==> src/logic/adcs_cfg.svh <==
`ifndef ADCS_CFG_SVH
`define ADCS_CFG_SVH

// ==========================================================================
// Register indices; byte address is four times the index.
`define ADCS_ADDR_W       12
`define ADCS_IDX_W        10
`define ADCS_IDX_CTRL_ONE 10'h026
`define ADCS_IDX_CTRL_TWO 10'h027
`define ADCS_IDX_RES_LOW  10'h028
`define ADCS_IDX_RES_HIGH 10'h029

// ==========================================================================
// Reset values and field positions.
`define ADCS_CTRL_ONE_RST 8'h10
`define ADCS_CTRL_TWO_RST 8'h10
`define ADCS_START_BIT    7
`define ADCS_MODE_HI      6
`define ADCS_MODE_LO      5
`define ADCS_GATE_BIT     4
`define ADCS_CHAN_HI      3
`define ADCS_LADDER_BIT   5
`define ADCS_TSEL_HI      3
`define ADCS_TSEL_LO      1

// ==========================================================================
// Mode codes, widths and bus responses.
`define ADCS_MODE_OFF     2'h0
`define ADCS_MODE_SINGLE  2'h1
`define ADCS_MODE_REPEAT  2'h3
`define ADCS_NUM_CH       8
`define ADCS_RES_W        10
`define ADCS_CNT_W        11
`define ADCS_RESP_OKAY    2'h0
`define ADCS_RESP_SLVERR  2'h2

// ==========================================================================
// Conversion lengths in system clock cycles.
`define ADCS_CYC_C0       11'h027
`define ADCS_CYC_C2       11'h04E
`define ADCS_CYC_C3       11'h09C
`define ADCS_CYC_C4       11'h138
`define ADCS_CYC_C5       11'h270
`define ADCS_CYC_C6       11'h4E0

`endif

==> src/logic/adcs_pkg.sv <==
`include "adcs_cfg.svh"

package adcs_pkg;

	// ======================================================================
	// Sequencer states.
	typedef enum logic {ADCS_IDLE, ADCS_RUN} adcs_state_t;

	// ======================================================================
	// Full state of the control block.
	typedef struct packed {
		adcs_state_t              state;
		logic                     busy;
		logic [1:0]               mode;
		logic                     gate;
		logic [3:0]               chan;
		logic                     ladder;
		logic [2:0]               tsel;
		logic [`ADCS_RES_W-1:0]   result;
		logic                     eoc;
		logic                     irq;
		logic                     ladder_out;
		logic                     tmr_start;
		logic                     tmr_abort;
		logic                     aw_have;
		logic [`ADCS_IDX_W-1:0]   aw_idx;
		logic                     w_have;
		logic [7:0]               wdata;
		logic                     wstrb0;
		logic                     bvalid;
		logic [1:0]               bresp;
		logic                     awrdy;
		logic                     wrdy;
		logic                     arrdy;
		logic                     rvalid;
		logic [7:0]               rdata;
		logic [1:0]               rresp;
	} adcs_main_t;

	// ======================================================================
	// State of the conversion timer.
	typedef struct packed {
		logic [`ADCS_CNT_W-1:0] cnt;
	} adcs_tmr_st_t;

endpackage : adcs_pkg

==> src/logic/adcs_tmr_if.sv <==
`timescale 1ns/1ps
`include "adcs_cfg.svh"

// Carries start, abort and length to the timer and its completion back.
interface adcs_tmr_if;
	logic                   start;
	logic                   abort;
	logic [`ADCS_CNT_W-1:0] len;
	logic                   done;

	modport ctl (output start, output abort, output len, input done);
	modport tmr (input start, input abort, input len, output done);
endinterface : adcs_tmr_if

==> src/logic/adcs_control.sv <==
`timescale 1ns/1ps
`include "adcs_cfg.svh"

module adcs_control (
	// Clock, reset and enable.
	input  wire logic                                   i_clk,
	input  wire logic                                   i_rst,
	input  wire logic                                   i_ce,
	// Chip standby.
	input  wire logic                                   i_stop_standby,
	// Analog inputs, digitised, channel 0 in the low bits.
	input  wire logic [`ADCS_NUM_CH*`ADCS_RES_W-1:0]    i_analog_inputs,
	// AXI4-Lite write address and data.
	input  wire logic                                   i_awvalid,
	output logic                                        o_awready,
	input  wire logic [`ADCS_ADDR_W-1:0]                i_awaddr,
	input  wire logic                                   i_wvalid,
	output logic                                        o_wready,
	input  wire logic [31:0]                            i_wdata,
	input  wire logic [3:0]                             i_wstrb,
	// AXI4-Lite write response.
	output logic                                        o_bvalid,
	input  wire logic                                   i_bready,
	output logic [1:0]                                  o_bresp,
	// AXI4-Lite read.
	input  wire logic                                   i_arvalid,
	output logic                                        o_arready,
	input  wire logic [`ADCS_ADDR_W-1:0]                i_araddr,
	output logic                                        o_rvalid,
	input  wire logic                                   i_rready,
	output logic [31:0]                                 o_rdata,
	output logic [1:0]                                  o_rresp,
	// Converter controls and status.
	output logic [3:0]                                  o_channel_select,
	output logic                                        o_analog_input_gate,
	output logic                                        o_ladder_connect,
	output logic                                        o_conv_busy_flag,
	output logic                                        o_end_of_conv_flag,
	output adcs_pkg::adcs_state_t                       o_state,
	output logic                                        o_conv_done_irq
);
	import adcs_pkg::*;

	adcs_main_t             r_reg;
	adcs_main_t             r_next;
	adcs_tmr_if             u_tif ();
	logic                   busy_now;
	logic                   wr_go;
	logic                   wr_one;
	logic                   tsel_ok;
	logic                   mode_ok;
	logic                   start_req;
	logic                   abort;
	logic                   fin;
	logic                   rd_clear;
	logic [`ADCS_RES_W-1:0] sample;
	logic [`ADCS_IDX_W-1:0] ar_idx;

	// Reset images of the two control registers, cut to their fields below.
	localparam logic [7:0] ctrl_one_rst = `ADCS_CTRL_ONE_RST;
	localparam logic [7:0] ctrl_two_rst = `ADCS_CTRL_TWO_RST;

	// ======================================================================
	// Conversion timer.
	adcs_timer u_timer (
		.i_clk (i_clk),
		.i_rst (i_rst),
		.i_ce  (i_ce),
		.tmr   (u_tif.tmr)
	);

	// Length decode of the time-select field; reserved codes give zero.
	always_comb begin
		unique case (r_reg.tsel)
			3'h0:    u_tif.len = `ADCS_CYC_C0;
			3'h2:    u_tif.len = `ADCS_CYC_C2;
			3'h3:    u_tif.len = `ADCS_CYC_C3;
			3'h4:    u_tif.len = `ADCS_CYC_C4;
			3'h5:    u_tif.len = `ADCS_CYC_C5;
			3'h6:    u_tif.len = `ADCS_CYC_C6;
			default: u_tif.len = '0;
		endcase
	end

	// Timer commands come from flip-flops.
	assign u_tif.start = r_reg.tmr_start;
	assign u_tif.abort = r_reg.tmr_abort;

	// Selected input; a gated or reserved channel converts as zero.
	assign sample = (r_reg.gate || r_reg.chan[3]) ? '0 :
		i_analog_inputs[r_reg.chan[2:0]*`ADCS_RES_W +: `ADCS_RES_W];

	assign busy_now = (r_reg.state == ADCS_RUN);
	assign tsel_ok  = (u_tif.len != '0);
	assign ar_idx   = i_araddr[`ADCS_ADDR_W-1:2];

	// ======================================================================
	// Next state: bus slave, register writes and the conversion sequence.
	always_comb begin
		r_next    = r_reg;
		r_next.irq       = 1'b0;
		r_next.tmr_start = 1'b0;
		r_next.tmr_abort = 1'b0;
		rd_clear  = 1'b0;
		wr_go     = 1'b0;
		// Write address and data are taken independently.
		if (i_awvalid && r_reg.awrdy) begin
			r_next.aw_have = 1'b1;
			r_next.aw_idx  = i_awaddr[`ADCS_ADDR_W-1:2];
		end
		if (i_wvalid && r_reg.wrdy) begin
			r_next.w_have = 1'b1;
			r_next.wdata  = i_wdata[7:0];
			r_next.wstrb0 = i_wstrb[0];
		end
		if (r_reg.bvalid && i_bready) begin
			r_next.bvalid = 1'b0;
		end
		if (r_next.aw_have && r_next.w_have && !r_next.bvalid) begin
			wr_go          = 1'b1;
			r_next.aw_have = 1'b0;
			r_next.w_have  = 1'b0;
			r_next.bvalid  = 1'b1;
			r_next.bresp   = (r_next.aw_idx >= `ADCS_IDX_CTRL_ONE &&
				r_next.aw_idx <= `ADCS_IDX_RES_HIGH) ? `ADCS_RESP_OKAY : `ADCS_RESP_SLVERR;
		end
		// Read: one outstanding answer, data latched at acceptance.
		if (r_reg.rvalid && i_rready) begin
			r_next.rvalid = 1'b0;
		end
		if (i_arvalid && r_reg.arrdy) begin
			r_next.rvalid = 1'b1;
			r_next.rresp  = `ADCS_RESP_OKAY;
			unique case (ar_idx)
				`ADCS_IDX_CTRL_ONE: r_next.rdata = {1'b0, r_reg.mode, r_reg.gate, r_reg.chan};
				`ADCS_IDX_CTRL_TWO: r_next.rdata = {2'b00, r_reg.ladder, 1'b1, r_reg.tsel, 1'b0};
				`ADCS_IDX_RES_LOW:  r_next.rdata = {r_reg.result[1:0], r_reg.eoc, r_reg.busy,
					4'h0};
				`ADCS_IDX_RES_HIGH: begin
					r_next.rdata = r_reg.result[`ADCS_RES_W-1:2];
					rd_clear     = 1'b1;
				end
				default: begin
					r_next.rdata = 8'h00;
					r_next.rresp = `ADCS_RESP_SLVERR;
				end
			endcase
		end
		// Decode of the control-one write.
		wr_one    = wr_go && r_next.wstrb0 && !i_stop_standby &&
			(r_next.aw_idx == `ADCS_IDX_CTRL_ONE);
		mode_ok   = (r_next.wdata[`ADCS_MODE_HI:`ADCS_MODE_LO] == `ADCS_MODE_SINGLE) ||
			(r_next.wdata[`ADCS_MODE_HI:`ADCS_MODE_LO] == `ADCS_MODE_REPEAT);
		abort     = busy_now && wr_one &&
			(r_next.wdata[`ADCS_MODE_HI:`ADCS_MODE_LO] == `ADCS_MODE_OFF);
		start_req = wr_one && r_next.wdata[`ADCS_START_BIT] && mode_ok && tsel_ok &&
			!busy_now;
		fin       = busy_now && u_tif.done && !abort;
		// Reading the high result clears the flag; completion below wins.
		if (rd_clear) begin
			r_next.eoc = 1'b0;
		end
		if (fin) begin
			r_next.result = sample;
			r_next.eoc    = 1'b1;
			r_next.irq    = 1'b1;
			if (r_reg.mode == `ADCS_MODE_REPEAT) begin
				r_next.tmr_start = 1'b1;
			end else begin
				r_next.state = ADCS_IDLE;
			end
		end
		if (wr_one) begin
			r_next.mode = r_next.wdata[`ADCS_MODE_HI:`ADCS_MODE_LO];
			r_next.gate = r_next.wdata[`ADCS_GATE_BIT];
			r_next.chan = r_next.wdata[`ADCS_CHAN_HI:0];
		end
		if (wr_go && r_next.wstrb0 && !i_stop_standby &&
			(r_next.aw_idx == `ADCS_IDX_CTRL_TWO)) begin
			r_next.ladder = r_next.wdata[`ADCS_LADDER_BIT];
			r_next.tsel   = r_next.wdata[`ADCS_TSEL_HI:`ADCS_TSEL_LO];
		end
		// The start bit is never stored, so it reads back as zero.
		if (start_req) begin
			r_next.state     = ADCS_RUN;
			r_next.tmr_start = 1'b1;
			r_next.eoc       = 1'b0;
		end
		if (abort) begin
			r_next.state     = ADCS_IDLE;
			r_next.tmr_abort = 1'b1;
			r_next.tmr_start = 1'b0;
		end
		// Stop standby: abort, reload controls, drop results.
		if (i_stop_standby) begin
			r_next.state     = ADCS_IDLE;
			r_next.tmr_abort = 1'b1;
			r_next.tmr_start = 1'b0;
			r_next.irq       = 1'b0;
			r_next.eoc       = 1'b0;
			r_next.result    = '0;
			{r_next.mode, r_next.gate, r_next.chan} = ctrl_one_rst[6:0];
			r_next.ladder    = ctrl_two_rst[`ADCS_LADDER_BIT];
			r_next.tsel      = ctrl_two_rst[`ADCS_TSEL_HI:`ADCS_TSEL_LO];
		end
		r_next.busy       = (r_next.state == ADCS_RUN);
		r_next.ladder_out = !i_stop_standby && (r_next.ladder || r_next.busy);
		r_next.awrdy      = !r_next.aw_have && !r_next.bvalid;
		r_next.wrdy       = !r_next.w_have && !r_next.bvalid;
		r_next.arrdy      = !r_next.rvalid;
	end

	// Registers the whole state; the enable freezes it.
	always_ff @(posedge i_clk) begin
		if (i_rst) begin
			r_reg        <= '0;
			r_reg.state  <= ADCS_IDLE;
			{r_reg.mode, r_reg.gate, r_reg.chan} <= ctrl_one_rst[6:0];
		end else if (i_ce) begin
			r_reg <= r_next;
		end
	end

	// ======================================================================
	// Outputs straight from the state flip-flops.
	assign o_awready           = r_reg.awrdy;
	assign o_wready            = r_reg.wrdy;
	assign o_bvalid            = r_reg.bvalid;
	assign o_bresp             = r_reg.bresp;
	assign o_arready           = r_reg.arrdy;
	assign o_rvalid            = r_reg.rvalid;
	assign o_rdata             = {24'h00_0000, r_reg.rdata};
	assign o_rresp             = r_reg.rresp;
	assign o_channel_select    = r_reg.chan;
	assign o_analog_input_gate = r_reg.gate;
	assign o_ladder_connect    = r_reg.ladder_out;
	assign o_conv_busy_flag    = r_reg.busy;
	assign o_end_of_conv_flag  = r_reg.eoc;
	assign o_state             = r_reg.state;
	assign o_conv_done_irq     = r_reg.irq;

	// ======================================================================
	// Cycle count of the running conversion, read only by assertions.
	logic [`ADCS_CNT_W:0] dbg_cnt;
	always_ff @(posedge i_clk) begin
		if (i_rst) begin
			dbg_cnt <= '0;
		end else if (i_ce) begin
			dbg_cnt <= r_reg.tmr_start ? (`ADCS_CNT_W+1)'(1) : dbg_cnt + 1'b1;
		end
	end

	// Remembers a repeat-mode completion until the sequencer goes idle.
	logic rep_seen;
	always_ff @(posedge i_clk) begin
		if (i_rst) begin
			rep_seen <= 1'b0;
		end else if (i_ce) begin
			if (fin && r_reg.mode == `ADCS_MODE_REPEAT) begin
				rep_seen <= 1'b1;
			end else if (!busy_now) begin
				rep_seen <= 1'b0;
			end
		end
	end
endmodule : adcs_control

==> src/logic/adcs_timer.sv <==
`timescale 1ns/1ps
`include "adcs_cfg.svh"

module adcs_timer (
	// Clock, reset and enable.
	input wire logic i_clk,
	input wire logic i_rst,
	input wire logic i_ce,
	// Control side.
	adcs_tmr_if.tmr  tmr
);
	import adcs_pkg::*;

	adcs_tmr_st_t r_reg;
	adcs_tmr_st_t r_next;

	// ======================================================================
	// Count down the conversion length; completion on the last count.
	always_comb begin
		r_next = r_reg;
		if (tmr.abort) begin
			r_next.cnt = '0;
		end else if (tmr.start) begin
			r_next.cnt = tmr.len;
		end else if (r_reg.cnt != '0) begin
			r_next.cnt = r_reg.cnt - 1'b1;
		end
	end

	// The last count marks completion unless a restart or abort overrides it.
	assign tmr.done = (r_reg.cnt == `ADCS_CNT_W'(1)) && !tmr.abort && !tmr.start;

	// Registers the timer state.
	always_ff @(posedge i_clk) begin
		if (i_rst) begin
			r_reg <= '0;
		end else if (i_ce) begin
			r_reg <= r_next;
		end
	end
endmodule : adcs_timer

==> config.mk <==
export PLATFORM = sky130hd
export DESIGN_NAME = adcs_control
export DESIGN_NICKNAME = d
export VERILOG_FILES = /design/src/logic/adcs_pkg.sv /design/src/logic/adcs_tmr_if.sv /design/src/logic/adcs_control.sv /design/src/logic/adcs_timer.sv
export VERILOG_INCLUDE_DIRS = /design/src /design/src/logic
export SDC_FILE = /design/constraint.sdc
export NUM_CORES = 1
export LEC_CHECK = 0
export ABC_AREA = 1
export BUFFER_PORTS_ARGS = -buffer_cell sky130_fd_sc_hd__buf_2
export CORE_ASPECT_RATIO = 1.1
export CORE_MARGIN = 4
export CORE_UTILIZATION = 30
export CTS_BUF_LIST = sky130_fd_sc_hd__clkbuf_2
export CTS_CLUSTER_DIAMETER = 80
export DETAILED_ROUTE_END_ITERATION = 12
export MAX_ROUTING_LAYER = met4
export PLACE_DENSITY_LB_ADDON = 0.05
export SLEW_MARGIN = 30
export SYNTH_ARGS = -nofsm -noshare
export SYNTH_HDL_FRONTEND = slang
export SYNTH_SLANG_ARGS = --single-unit
==> constraint.sdc <==
create_clock -name i_clk -period 4.9 [get_ports i_clk]
set_input_delay 0.49 -clock i_clk [delete_from_list [all_inputs] [get_ports i_clk]]
set_output_delay 0.49 -clock i_clk [all_outputs]
set_load 0.01 [all_outputs]
==> run summary, run 1 <==
DRT
-------------------------------------------------------------------------------------
Final wirelength                                                              14.8 mm
Routed via count divided by cell count                                           4.80
Drt wl/cell                                                              14.0 microns
Count of routing violations after the opening detailed-route iteration            255
Number of remaining DRC errors                                                      0
Detailed-routing iteration count for the pre-antenna-repair pass                    5
Count of vias placed by the detailed router                                     5,059
Residual antenna-violating net count after detailed routing                         0

WORST SETUP PATH
-------------------------------------------------------------------------------------
Arr. time, crit path                                                          2.64 ns
Start of the worst register-to-register path                             u_timer.r_reg[7]$_SDFFE_PP0P_
R2R cell count                                                                      8
Type of element launching the critical path                                      flop
End of the worst register-to-register path                               u_timer.r_reg[4]$_SDFFE_PP0P_
Crit-path max FO                                                                   15
R2R setup slack                                                               2.73 ns
Type of destination of the critical path                                         flop
Start-to-end type of the worst setup path                                  reg -> reg
Required arrival time at the worst endpoint                                   5.37 ns

CTS
-------------------------------------------------------------------------------------
Clock transition at the registers of the reported paths                       0.21 ns
CTS hold repair buffers                                                             0
Clock network latency to the later pin of the worst-skew pair                 0.57 ns
Postcts setup bufs                                                                  0
TritonCTS buffer count                                                              9
Number of sinks on the clock net                                                   74
H-tree depth                                                                        3
CTS root buf                                                             sky130_fd_sc_hd__clkbuf_2
Post-cts repair resize count                                                        0
CTS tree                                                                         done
Maximum count of clock buffers along a single path                                  2

FLOW RUN
-------------------------------------------------------------------------------------
Max-cap check violation count                                                       0

STA
-------------------------------------------------------------------------------------
Setup TNS                                                                        0 ns
Final hold violation count                                                          0
Setup clock skew after layout                                               0.0258 ns
Period Utilization, post-route                                                  0.443
Slew of the pin with the lowest slew margin                                  0.715 ns
Max Transition Viols Final                                                          0
Final worst path period need                                                  2.17 ns
Fmax achieved                                                                 460 MHz
Setup repair after global routing missed its margin                                no
Worst slew slack as a fraction of its limit                                     0.523
Final setup violation count                                                         0

FLOORPLANNING
-------------------------------------------------------------------------------------
Number of top-level design ports                                                  200
Starting utilization of the core area                                           0.310
Overall die area                                                         17,900 sq um
Die span in y                                                             140 microns
Die Width                                                                 128 microns
Standard-cell row count                                                            47
Placeable core region                                                    15,300 sq um

CELLS AND AREA
-------------------------------------------------------------------------------------
Layout cells sized above 1                                                      0.214
Post-layout net count                                                           1,004
Max FFs per register                                                               37
P&R area growth vs syn                                                          15.0%

GRT
-------------------------------------------------------------------------------------
Number of global-route vias before repair                                       4,843
Total grt overflow                                                                  0
First-pass GRT wire length                                                    23.7 mm
Largest net degree at the start of global routing                                  56
Initial antenna violation count                                                     1
Global Route Usage Sum                                                          0.167

POWER AND IR DROP
-------------------------------------------------------------------------------------
Power density over the cells                                              306 nW/um^2
Total Power                                                                   1.67 mW
Static power due to leakage                                                   2.49 nW
Worst vdd ir                                                               0.000106 V

YOSYS
-------------------------------------------------------------------------------------
Portion of the post-synthesis area used by sequential elements                  0.312
Share of synthesized flip-flops with an asynchronous set or reset                   0
Count of cell types in the netlist                                                 41
Main flop type after synthesis                                           sky130_fd_sc_hd__dfxtp_1
Number of flops mapped to enable cells by yosys                                     0
Syn Inst Count                                                                    748
#FFs+latches synth                                                                 74
Netlist area before placement                                              4740 sq um
Average cell area after synthesis                                          6.34 sq um
Warning count from the yosys run                                                    0

MIN PATH
-------------------------------------------------------------------------------------
Start point of the worst min-delay path                                      i_rready
Min-Delay Path Depth                                                                3
Class of the worst hold path                                                in -> reg
Worst hold path endpoint                                                 o_arready$_SDFFE_PP0P_

PLACED DESIGN
-------------------------------------------------------------------------------------
Global placement routability congestion                                         0.811
Detailed placement HPWL                                                       11.1 mm
Port-buffer cells                                                                 142

OUTCOME
-------------------------------------------------------------------------------------
Outcome                                                                     completed

-- logic make-up (layout without fill, tap and decap cells) --
| kind of cell | after synthesis | in the layout | synth area share |
|---|---|---|---|
| AOI/OAI and AO/OA | 186 | 186 | 0.219 |
| xor gates and xnor gates | 3 | 3 | 0.00554 |
| adders and majority gates | 3 | 3 | 0.00791 |
| buffers and inverters | 139 | 223 | 0.148 |
| DFF | 74 | 74 | 0.312 |
| other | 1 | 27 | 0.000791 |
| and+or+nand+nor | 342 | 342 | 0.307 |
-- how the worst max path moves through the flow --
stage	start	endpoint	slack, ns	cells after the start
after floorplan	i_wvalid	r_reg[52]$_SDFFE_PP0P_	3.15	12
after global placement	i_ce	r_reg[44]$_SDFFE_PP0P_	2.17	7
after detailed placement	i_ce	r_reg[44]$_SDFFE_PP0P_	2.11	7
after CTS	o_channel_select[0]$_SDFFE_PP0P_	r_reg[44]$_SDFFE_PP0P_	2.66	8
after global routing	u_timer.r_reg[7]$_SDFFE_PP0P_	u_timer.r_reg[4]$_SDFFE_PP0P_	2.45	8
final	u_timer.r_reg[7]$_SDFFE_PP0P_	u_timer.r_reg[4]$_SDFFE_PP0P_	2.73	8
-- Yosys cell counts (3+ instances only) --
| library cell | number | share of area |
|---|---|---|
| sky130_fd_sc_hd__nand2_1 | 171 | 0.14 |
| sky130_fd_sc_hd__nor2_1 | 96 | 0.076 |
| sky130_fd_sc_hd__dfxtp_1 | 74 | 0.31 |
| sky130_fd_sc_hd__o21ai_0 | 72 | 0.076 |
| sky130_fd_sc_hd__a21oi_1 | 62 | 0.065 |
| sky130_fd_sc_hd__inv_1 | 60 | 0.047 |
| sky130_fd_sc_hd__nand3_1 | 42 | 0.044 |
| sky130_fd_sc_hd__buf_4 | 41 | 0.065 |
| sky130_fd_sc_hd__clkbuf_1 | 27 | 0.021 |
| sky130_fd_sc_hd__o22ai_1 | 22 | 0.029 |
| sky130_fd_sc_hd__a211oi_1 | 12 | 0.019 |
| sky130_fd_sc_hd__nand2_2 | 7 | 0.0092 |
| sky130_fd_sc_hd__nand4_1 | 6 | 0.0079 |
| sky130_fd_sc_hd__nor3_1 | 6 | 0.0063 |
| sky130_fd_sc_hd__nand3_2 | 5 | 0.011 |
| sky130_fd_sc_hd__buf_1 | 3 | 0.0024 |
| sky130_fd_sc_hd__buf_6 | 3 | 0.0071 |
| sky130_fd_sc_hd__ha_1 | 3 | 0.0079 |
| sky130_fd_sc_hd__nor2_4 | 3 | 0.0071 |
| sky130_fd_sc_hd__o21ai_1 | 3 | 0.0032 |
| sky130_fd_sc_hd__o221ai_1 | 3 | 0.0055 |
| sky130_fd_sc_hd__o31ai_1 | 3 | 0.0047 |
-- final cells by class --
class / count / area (sq um)
Antenna cell: 1 / 2.50
Clock inverter: 4 / 42.5
Timing Repair Buffer: 145 / 733
Inverter: 62 / 233
Multi-Input combinational cell: 560 / 2660
Tap cell: 196 / 245
Fill cell: 1717 / 9830
Clock buffer: 12 / 60.1
Sequential cell: 74 / 1480
-- stage by stage --
step           utilization  cell area (sq um)  setup WS, ns  hold WS [ns]  cells
2_1_floorplan            -               4840          3.15         0.424    773
3_3_place_gp         0.350               5350          2.17         0.435   1037
3_5_place_dp         0.350               5350          2.11         0.441   1037
4_1_cts              0.357               5450          2.66         0.123   1053
5_1_grt              0.357               5460          2.45         0.134   1054
6_report             0.357               5460          2.73         0.185   1054
-- power breakdown --
part	switching [mW]	total, mW	internal [mW]	leakage, nW
clock network	0.223	0.344	0.120	0.0710
registers	0.0527	0.711	0.658	0.601
logic	0.377	0.614	0.237	1.82
-- critical path: stages, from the launching register on --
cell	delay, ns
sky130_fd_sc_hd__dfxtp_1	0.38
sky130_fd_sc_hd__nor2_1	0.23
sky130_fd_sc_hd__nand4_1	0.23
sky130_fd_sc_hd__o21ai_2	0.57
sky130_fd_sc_hd__nor2_1	0.30
sky130_fd_sc_hd__o21ai_0	0.14
sky130_fd_sc_hd__nor2_1	0.06
sky130_fd_sc_hd__a21oi_1	0.11
sky130_fd_sc_hd__nor2_1	0.05
-- routing by layer --
metal / vias to the layer above / global-route usage / share of wire / wire length, microns
met5: - / - / 0 / 0
met4: 0 / 0.0369 / 0.0087 / 129
met3: 12 / 0.0349 / 0.048 / 713
met2: 128 / 0.265 / 0.47 / 6910
met1: 2308 / 0.219 / 0.48 / 7020
li1: 2611 / - / - / -
-- placed cells by master (no fill, tap or decap), drive strengths merged, types with 5 or more instances in the layout --
cell	count
a21oi	63
clkinv	5
o21ai	77
conb	26
buf	145
o22ai	22
inv	60
clkbuf	12
nand2	178
nor2	100
nand3	47
a211oi	12
nand4	6
dfxtp	74
nor3	7
(Power assumes the default switching activity.)
==> run 2: changes to the inputs <==
- ABC_AREA: 1 -> 0
- clock period: 4.9 -> 1.8 ns (I/O delays scaled with it)
==> run summary, run 2 <==
CELLS AND AREA
-------------------------------------------------------------------------------------
Post-layout net count                                                             892   -11%
Commonest non-fill, non-tap cell in the layout                           sky130_fd_sc_hd__buf_2
Number of fill cells in the layout                                              1,553   -9.6%
Final std cells w/o fill                                                          942   -11%
Layout cells sized above 1                                                      0.413   +0.200
Area of all placed cells without fillers                                   6370 sq um   +17%
Most frequent cells in the layout                                        142 x sky130_fd_sc_hd__buf_2, 77 x sky130_fd_sc_hd__nand2_1, 68 x sky130_fd_sc_hd__dfxtp_1
Footprint of the multi-input gates                                         2930 sq um   +10%
P&R area growth vs syn                                                          38.6%
Max FFs per register                                                               37   unchanged
FF/Latch Area                                                              1490 sq um   +0.51%

DRT
-------------------------------------------------------------------------------------
Detailed-routing iteration count for the pre-antenna-repair pass                    5   unchanged
Wire length on met1                                                           6.22 mm   -11%
Number of remaining DRC errors                                                      0   unchanged
Routed via count divided by cell count                                           4.87   +1.5%
Drt wl/cell                                                              15.4 microns   +9.9%
Met3 wirelength from detailed routing                                     768 microns   +7.7%
Residual antenna-violating net count after detailed routing                         0   unchanged
Count of routing violations after the opening detailed-route iteration            201   -21%
Wire length on met2                                                           7.36 mm   +6.5%
Count of vias placed by the detailed router                                     4,588   -9.3%
Final wirelength                                                              14.5 mm   -1.8%
Highest metal used                                                               met4

YOSYS
-------------------------------------------------------------------------------------
Portion of the post-synthesis area used by sequential elements                  0.322   +0.0100
Largest area contributor in the synthesized netlist                      sky130_fd_sc_hd__dfxtp_1
Warning count from the yosys run                                                    0   unchanged
Main flop type after synthesis                                           sky130_fd_sc_hd__dfxtp_1
Average cell area after synthesis                                          8.54 sq um   +35%
Dominant cell by count in the synthesized netlist                        sky130_fd_sc_hd__nand2_1
Most area-consuming cells after synthesis                                sky130_fd_sc_hd__dfxtp_1 32%, sky130_fd_sc_hd__mux4_2 9.8%, sky130_fd_sc_hd__buf_4 6.9%
Top cells by count, synth                                                79 x sky130_fd_sc_hd__nand2_1, 74 x sky130_fd_sc_hd__dfxtp_1, 52 x sky130_fd_sc_hd__nor2_1
Number of flops mapped to enable cells by yosys                                     0   unchanged
Share of synthesized flip-flops with an asynchronous set or reset                   0   unchanged
Syn Inst Count                                                                    538   -28%
Netlist area before placement                                              4600 sq um   -3.1%
Count of cell types in the netlist                                                 66   +61%
Area fraction of the dominant cell type after synthesis                         0.322   +0.0100
#FFs+latches synth                                                                 74   unchanged

MIN PATH
-------------------------------------------------------------------------------------
Min-Delay Path Depth                                                                3   unchanged
Class of the worst hold path                                                in -> reg
Start point of the worst min-delay path                                         i_rst
Worst hold path endpoint                                                 o_end_of_conv_flag$_SDFFE_PP0P_

FLOORPLANNING
-------------------------------------------------------------------------------------
Standard-cell row count                                                            47   unchanged
Number of top-level design ports                                                  200   unchanged
Overall die area                                                         17,400 sq um   -2.9%
Starting utilization of the core area                                           0.305   -0.00496
Placeable core region                                                    15,100 sq um   -1.5%
Die span in y                                                             138 microns   -1.5%
Die Width                                                                 126 microns   -1.5%

OUTCOME
-------------------------------------------------------------------------------------
Outcome                                                                  finished with violations
Violated checks                                                          setup timing

WORST SETUP PATH
-------------------------------------------------------------------------------------
Required arrival time at the worst endpoint                                   2.28 ns   -3.09 ns
Arr. time, crit path                                                          2.51 ns   -0.13 ns
R2R cell count                                                                      7   -1
Type of destination of the critical path                                         flop
Type of element launching the critical path                                      flop
Critical Path Source                                                     r_reg[35]$_SDFFE_PP0P_
Crit-path max FO                                                                    5   -10
Start of the worst register-to-register path                             r_reg[35]$_SDFFE_PP0P_
R2R setup slack                                                              -0.23 ns   -2.96 ns
End of the worst register-to-register path                               o_conv_busy_flag$_SDFFE_PP0P_
Start-to-end type of the worst setup path                                  reg -> reg

FLOW RUN
-------------------------------------------------------------------------------------
Max-cap check violation count                                                       0   unchanged

CTS
-------------------------------------------------------------------------------------
Maximum count of clock buffers along a single path                                  2   unchanged
Clock transition at the registers of the reported paths                       0.23 ns   +0.02 ns
H-tree depth                                                                        3   unchanged
CTS tree                                                                         done
Clock network latency to the later pin of the worst-skew pair                 0.54 ns   -0.03 ns
Number of sinks on the clock net                                                   74   unchanged
CTS root buf                                                             sky130_fd_sc_hd__clkbuf_2
TritonCTS buffer count                                                              9   unchanged

POWER AND IR DROP
-------------------------------------------------------------------------------------
Static power due to leakage                                                   2.63 nW   +5.7%
Worst vdd ir                                                               0.000433 V   +310%
Power density over the cells                                              900 nW/um^2   +190%
Total Power                                                                   5.73 mW   +240%

STA
-------------------------------------------------------------------------------------
Slew of the pin with the lowest slew margin                                  0.810 ns   +0.0958 ns
Worst hold margin                                                           0.0344 ns   -0.150 ns
Final setup violation count                                                        29   +29
Fmax achieved                                                                 492 MHz   +6.9%
Final worst path period need                                                  2.03 ns   -0.141 ns
Worst slew slack as a fraction of its limit                                     0.460   -0.0633
Worst setup margin                                                          -0.231 ns   -2.96 ns
Setup repair after global routing missed its margin                               yes
Max Transition Viols Final                                                          0   unchanged
Period Utilization, post-route                                                   1.13   +0.685
Final hold violation count                                                          0   unchanged
Setup clock skew after layout                                               0.0306 ns   +0.00483 ns
Setup TNS                                                                    -4.64 ns   -4.64 ns

GRT
-------------------------------------------------------------------------------------
Total grt overflow                                                                  0   unchanged
First-pass GRT wire length                                                    22.7 mm   -4.5%
Largest net degree at the start of global routing                                  63   +13%
Initial antenna violation count                                                     1   unchanged
Number of global-route vias before repair                                       4,671   -3.6%
Global Route Usage Sum                                                          0.168   +0.00140

PLACED DESIGN
-------------------------------------------------------------------------------------
Global placement routability congestion                                         0.845   +4.3%
Placed Instances                                                                  898   -13%
Port-buffer cells                                                                 142   unchanged
Cell area reported after detailed placement                                5800 sq um   +8.5%
Detailed placement HPWL                                                       11.2 mm   +0.92%

==> run 2: cell families after synthesis <==
logic type,after synthesis,synth area share
and+or+nand+nor,212,0.227
DFF,74,0.322
muxes,37,0.136
AOI/OAI and AO/OA,125,0.189
buffers and inverters,77,0.0999
adders and majority gates,3,0.00817
other,1,0.000816
xor gates and xnor gates,9,0.0172
==> run 2: cell type report <==
| type | count | area share |
|---|---|---|
| Tap cell | 196 | 0.0385 |
| Timing Repair Buffer | 234 | 0.245 |
| Multi-Input combinational cell | 412 | 0.461 |
| Sequential cell | 74 | 0.234 |
| Inverter | 9 | 0.00530 |
| Antenna cell | 1 | 0.000393 |
| Clock buffer | 10 | 0.00786 |
| Clock inverter | 6 | 0.00904 |
==> run 2: where the power goes <==
group,total [mW],switching (mW),internal [mW],leakage (nW)
clock network,0.944,0.628,0.315,0.0646
registers,1.90,0.103,1.80,0.602
logic,2.89,1.28,1.61,1.97
==> run 2: critical path, cell delays in order (launching register included) <==
cell	delay, ns
sky130_fd_sc_hd__dfxtp_2	0.37
sky130_fd_sc_hd__or4b_4	0.54
sky130_fd_sc_hd__nor4_4	0.13
sky130_fd_sc_hd__buf_4	0.19
sky130_fd_sc_hd__o2111a_2	0.27
sky130_fd_sc_hd__nand3_2	0.10
sky130_fd_sc_hd__a211o_1	0.29
sky130_fd_sc_hd__o21ai_1	0.07
==> run 2: timing repair <==
item | CTS | global route
setup endpoints to repair | 37 | 38
gates resized for setup | 27 | 18
hold buffers | 22 | 0
hold endpoints to repair | 23 | 0
setup buffers | 3 | 2
pin swaps | 10 | 20
==> run 2: per-stage QoR <==
step	util	worst slack, ns
after floorplan	-	-0.138
after global placement	0.385	-0.340
after detailed placement	0.385	-0.373
after CTS	0.417	-0.230
after global routing	0.423	-0.360
final	0.423	-0.231
==> run 2: worst max-delay path by stage <==
stage	slack [ns]	to
floorplan	-0.14	r_reg[43]$_SDFFE_PP0P_
global placement	-0.34	o_conv_busy_flag$_SDFFE_PP0P_
detailed placement	-0.37	o_conv_busy_flag$_SDFFE_PP0P_
CTS	-0.23	o_conv_busy_flag$_SDFFE_PP0P_
global route	-0.36	r_reg[63]$_SDFFE_PP0P_
finish	-0.23	o_conv_busy_flag$_SDFFE_PP0P_
==> run 2: per-layer routing <==
layer  up-vias  GRT usage
li1       2295          -
met2       144      0.293
met3        13     0.0225
met5         -          -
met1      2136      0.202
met4         0     0.0554
==> run 3: changes to the inputs <==
- CORE_MARGIN: 4 -> 2
- PLACE_DENSITY: unset -> 0.6
- PLACE_DENSITY_LB_ADDON: 0.05 -> unset
==> run summary, run 3 (synthesis results as in run 2) <==
PLACED DESIGN
-------------------------------------------------------------------------------------
Detailed placement HPWL                                                       10.5 mm   -6.2%
Minimum setup slack after placement                                         -0.304 ns   +0.0697 ns
Global placement routability congestion                                         0.866   +2.5%
Port-buffer cells                                                                 142   unchanged
Placed Instances                                                                  902   +0.45%
Cell area reported after detailed placement                                5820 sq um   +0.30%

FLOORPLANNING
-------------------------------------------------------------------------------------
Placeable core region                                                    15,000 sq um   -0.39%
Starting utilization of the core area                                           0.306   +0.00120
Overall die area                                                         16,300 sq um   -6.0%
Die span in y                                                             134 microns   -2.9%
Standard-cell row count                                                            47   unchanged
Die Width                                                                 122 microns   -3.2%
Number of top-level design ports                                                  200   unchanged

CELLS AND AREA
-------------------------------------------------------------------------------------
Number of fill cells in the layout                                              1,537   -1.0%
Final std cells w/o fill                                                          946   +0.42%
Area of all placed cells without fillers                                   6390 sq um   +0.27%
Max FFs per register                                                               37   unchanged
Layout cells sized above 1                                                      0.411   -0.00221
FF/Latch Area                                                              1490 sq um   about the same
P&R area growth vs syn                                                          39.0%
Commonest non-fill, non-tap cell in the layout                           sky130_fd_sc_hd__buf_2
Footprint of the multi-input gates                                         2910 sq um   -0.81%
Post-layout net count                                                             896   +0.45%
Most frequent cells in the layout                                        142 x sky130_fd_sc_hd__buf_2, 77 x sky130_fd_sc_hd__nand2_1, 67 x sky130_fd_sc_hd__dfxtp_1
End-of-flow core utilization                                                    0.426   +0.00283

WORST SETUP PATH
-------------------------------------------------------------------------------------
Crit-path max FO                                                                    7   +2
Arr. time, crit path                                                          2.49 ns   -0.02 ns
Kind of cell adding the most delay to the critical path                  simple AND/OR/NAND/NOR gates
Cell-by-cell listing of the critical path                                or4b_4, nor4_4, buf_4, o2111a_2, o21ai_2, o2bb2ai_2, nor2b_2
Buf+Inv Stages, Crit Path                                                           1   unchanged
Type of element launching the critical path                                      flop
Cell at the slowest stage of the critical path                           sky130_fd_sc_hd__or4b_4
Required arrival time at the worst endpoint                                   2.24 ns   -0.04 ns
Type of destination of the critical path                                         flop
Start-to-end type of the worst setup path                                  reg -> reg
Longest individual stage delay on the worst path                              0.54 ns   about the same

FLOW RUN
-------------------------------------------------------------------------------------
Max-cap check violation count                                                       0   unchanged

OUTCOME
-------------------------------------------------------------------------------------
Violated checks                                                          setup timing
Outcome                                                                  finished with violations

STA
-------------------------------------------------------------------------------------
Slew of the pin with the lowest slew margin                                  0.757 ns   -0.0536 ns
Final worst path period need                                                  2.05 ns   +0.0163 ns
Setup clock skew after layout                                               0.0241 ns   -0.00653 ns
Worst hold margin                                                           0.0606 ns   +0.0262 ns
Setup repair after global routing missed its margin                               yes
Worst setup margin                                                          -0.247 ns   -0.0163 ns
Final hold violation count                                                          0   unchanged
Setup TNS                                                                    -5.27 ns   -0.631 ns
Period Utilization, post-route                                                   1.14   +0.00905
Fmax achieved                                                                 488 MHz   -0.80%
Worst slew slack as a fraction of its limit                                     0.496   +0.0358
Max Transition Viols Final                                                          0   unchanged
Final setup violation count                                                        28   -3.4%

DRT
-------------------------------------------------------------------------------------
Drt wl/cell                                                              14.7 microns   -4.8%
Count of vias placed by the detailed router                                     4,663   +1.6%
Number of remaining DRC errors                                                      0   unchanged
Residual antenna-violating net count after detailed routing                         0   unchanged
Detailed-routing iteration count for the pre-antenna-repair pass                    4   -1
Final wirelength                                                              13.9 mm   -4.4%
Routed via count divided by cell count                                           4.93   +1.2%
Count of routing violations after the opening detailed-route iteration            164   -18%

CTS
-------------------------------------------------------------------------------------
H-tree depth                                                                        3   unchanged
Clock network latency to the later pin of the worst-skew pair                 0.54 ns   about the same
CTS root buf                                                             sky130_fd_sc_hd__clkbuf_2
Number of sinks on the clock net                                                   74   unchanged
CTS tree                                                                         done
TritonCTS buffer count                                                              9   unchanged
Clock transition at the registers of the reported paths                       0.20 ns   -0.03 ns
Maximum count of clock buffers along a single path                                  2   unchanged

POWER AND IR DROP
-------------------------------------------------------------------------------------
Static power due to leakage                                                   2.66 nW   +1.0%
Worst vdd ir                                                               0.000409 V   -5.6%
Power density over the cells                                              920 nW/um^2   +2.3%
Total Power                                                                   5.88 mW   +2.6%

GRT
-------------------------------------------------------------------------------------
First-pass GRT wire length                                                    21.9 mm   -3.4%
Total grt overflow                                                                  0   unchanged
Global Route Usage Sum                                                          0.175   +0.00658
Initial antenna violation count                                                     1   unchanged
Largest net degree at the start of global routing                                  37   -41%
Number of global-route vias before repair                                       4,591   -1.7%

MIN PATH
-------------------------------------------------------------------------------------
Class of the worst hold path                                                in -> reg

==> run 3: worst min-delay path, delay by kind of cell <==
kind / cells / cell delay [ns]
and+or+nand+nor: 1 / 0.16
buffers and inverters: 1 / 0.13
AOI/OAI and AO/OA: 1 / 0.08
==> run 3: layer usage <==
metal / track usage / routed length [microns] / vias to the layer above
met5: - / 0 / -
met4: 0.0600 / 268 / 0
met3: 0.0259 / 751 / 18
met2: 0.318 / 7620 / 160
met1: 0.193 / 5240 / 2173
li1: - / - / 2312
==> run 3: where the power goes <==
part           leakage, nW  internal (mW)  switching, mW  total (mW)
Combinational         1.98           1.63           1.29        2.92
Sequential           0.602           1.80          0.110        1.91
Clock               0.0810          0.457          0.598        1.05
Total                 2.66           3.88           2.00        5.88
==> run 3: final timing paths <==
kind                                             start  slack [ns]  depth (start not counted)                          endpoint
worst max-delay path            r_reg[35]$_SDFFE_PP0P_       -0.25                          7  o_channel_select[0]$_SDFFE_PP0P_
worst min-delay path                    i_stop_standby        0.06                          3   o_end_of_conv_flag$_SDFFE_PP0P_
worst max register to register  r_reg[35]$_SDFFE_PP0P_       -0.25                          7  o_channel_select[0]$_SDFFE_PP0P_
worst min register to register  r_reg[35]$_SDFFE_PP0P_        0.47                          2            r_reg[35]$_SDFFE_PP0P_
==> run 3: timing repair <==
action | CTS | global route
gates resized for setup | 13 | 27
hold buffers | 23 | 0
pin swaps | 8 | 11
setup buffers | 2 | 2
hold endpoints to repair | 23 | 0
endpoints found under the setup margin | 36 | 37
==> run 3: area by class of cell <==
type	count	share of cell area
multi-input combinational	412	0.456
timing repair buffer	238	0.246
sequential	74	0.233
tap	196	0.0384
clock inverter	6	0.0127
clock buffer	10	0.00784
inverter	9	0.00529
antenna	1	0.000392
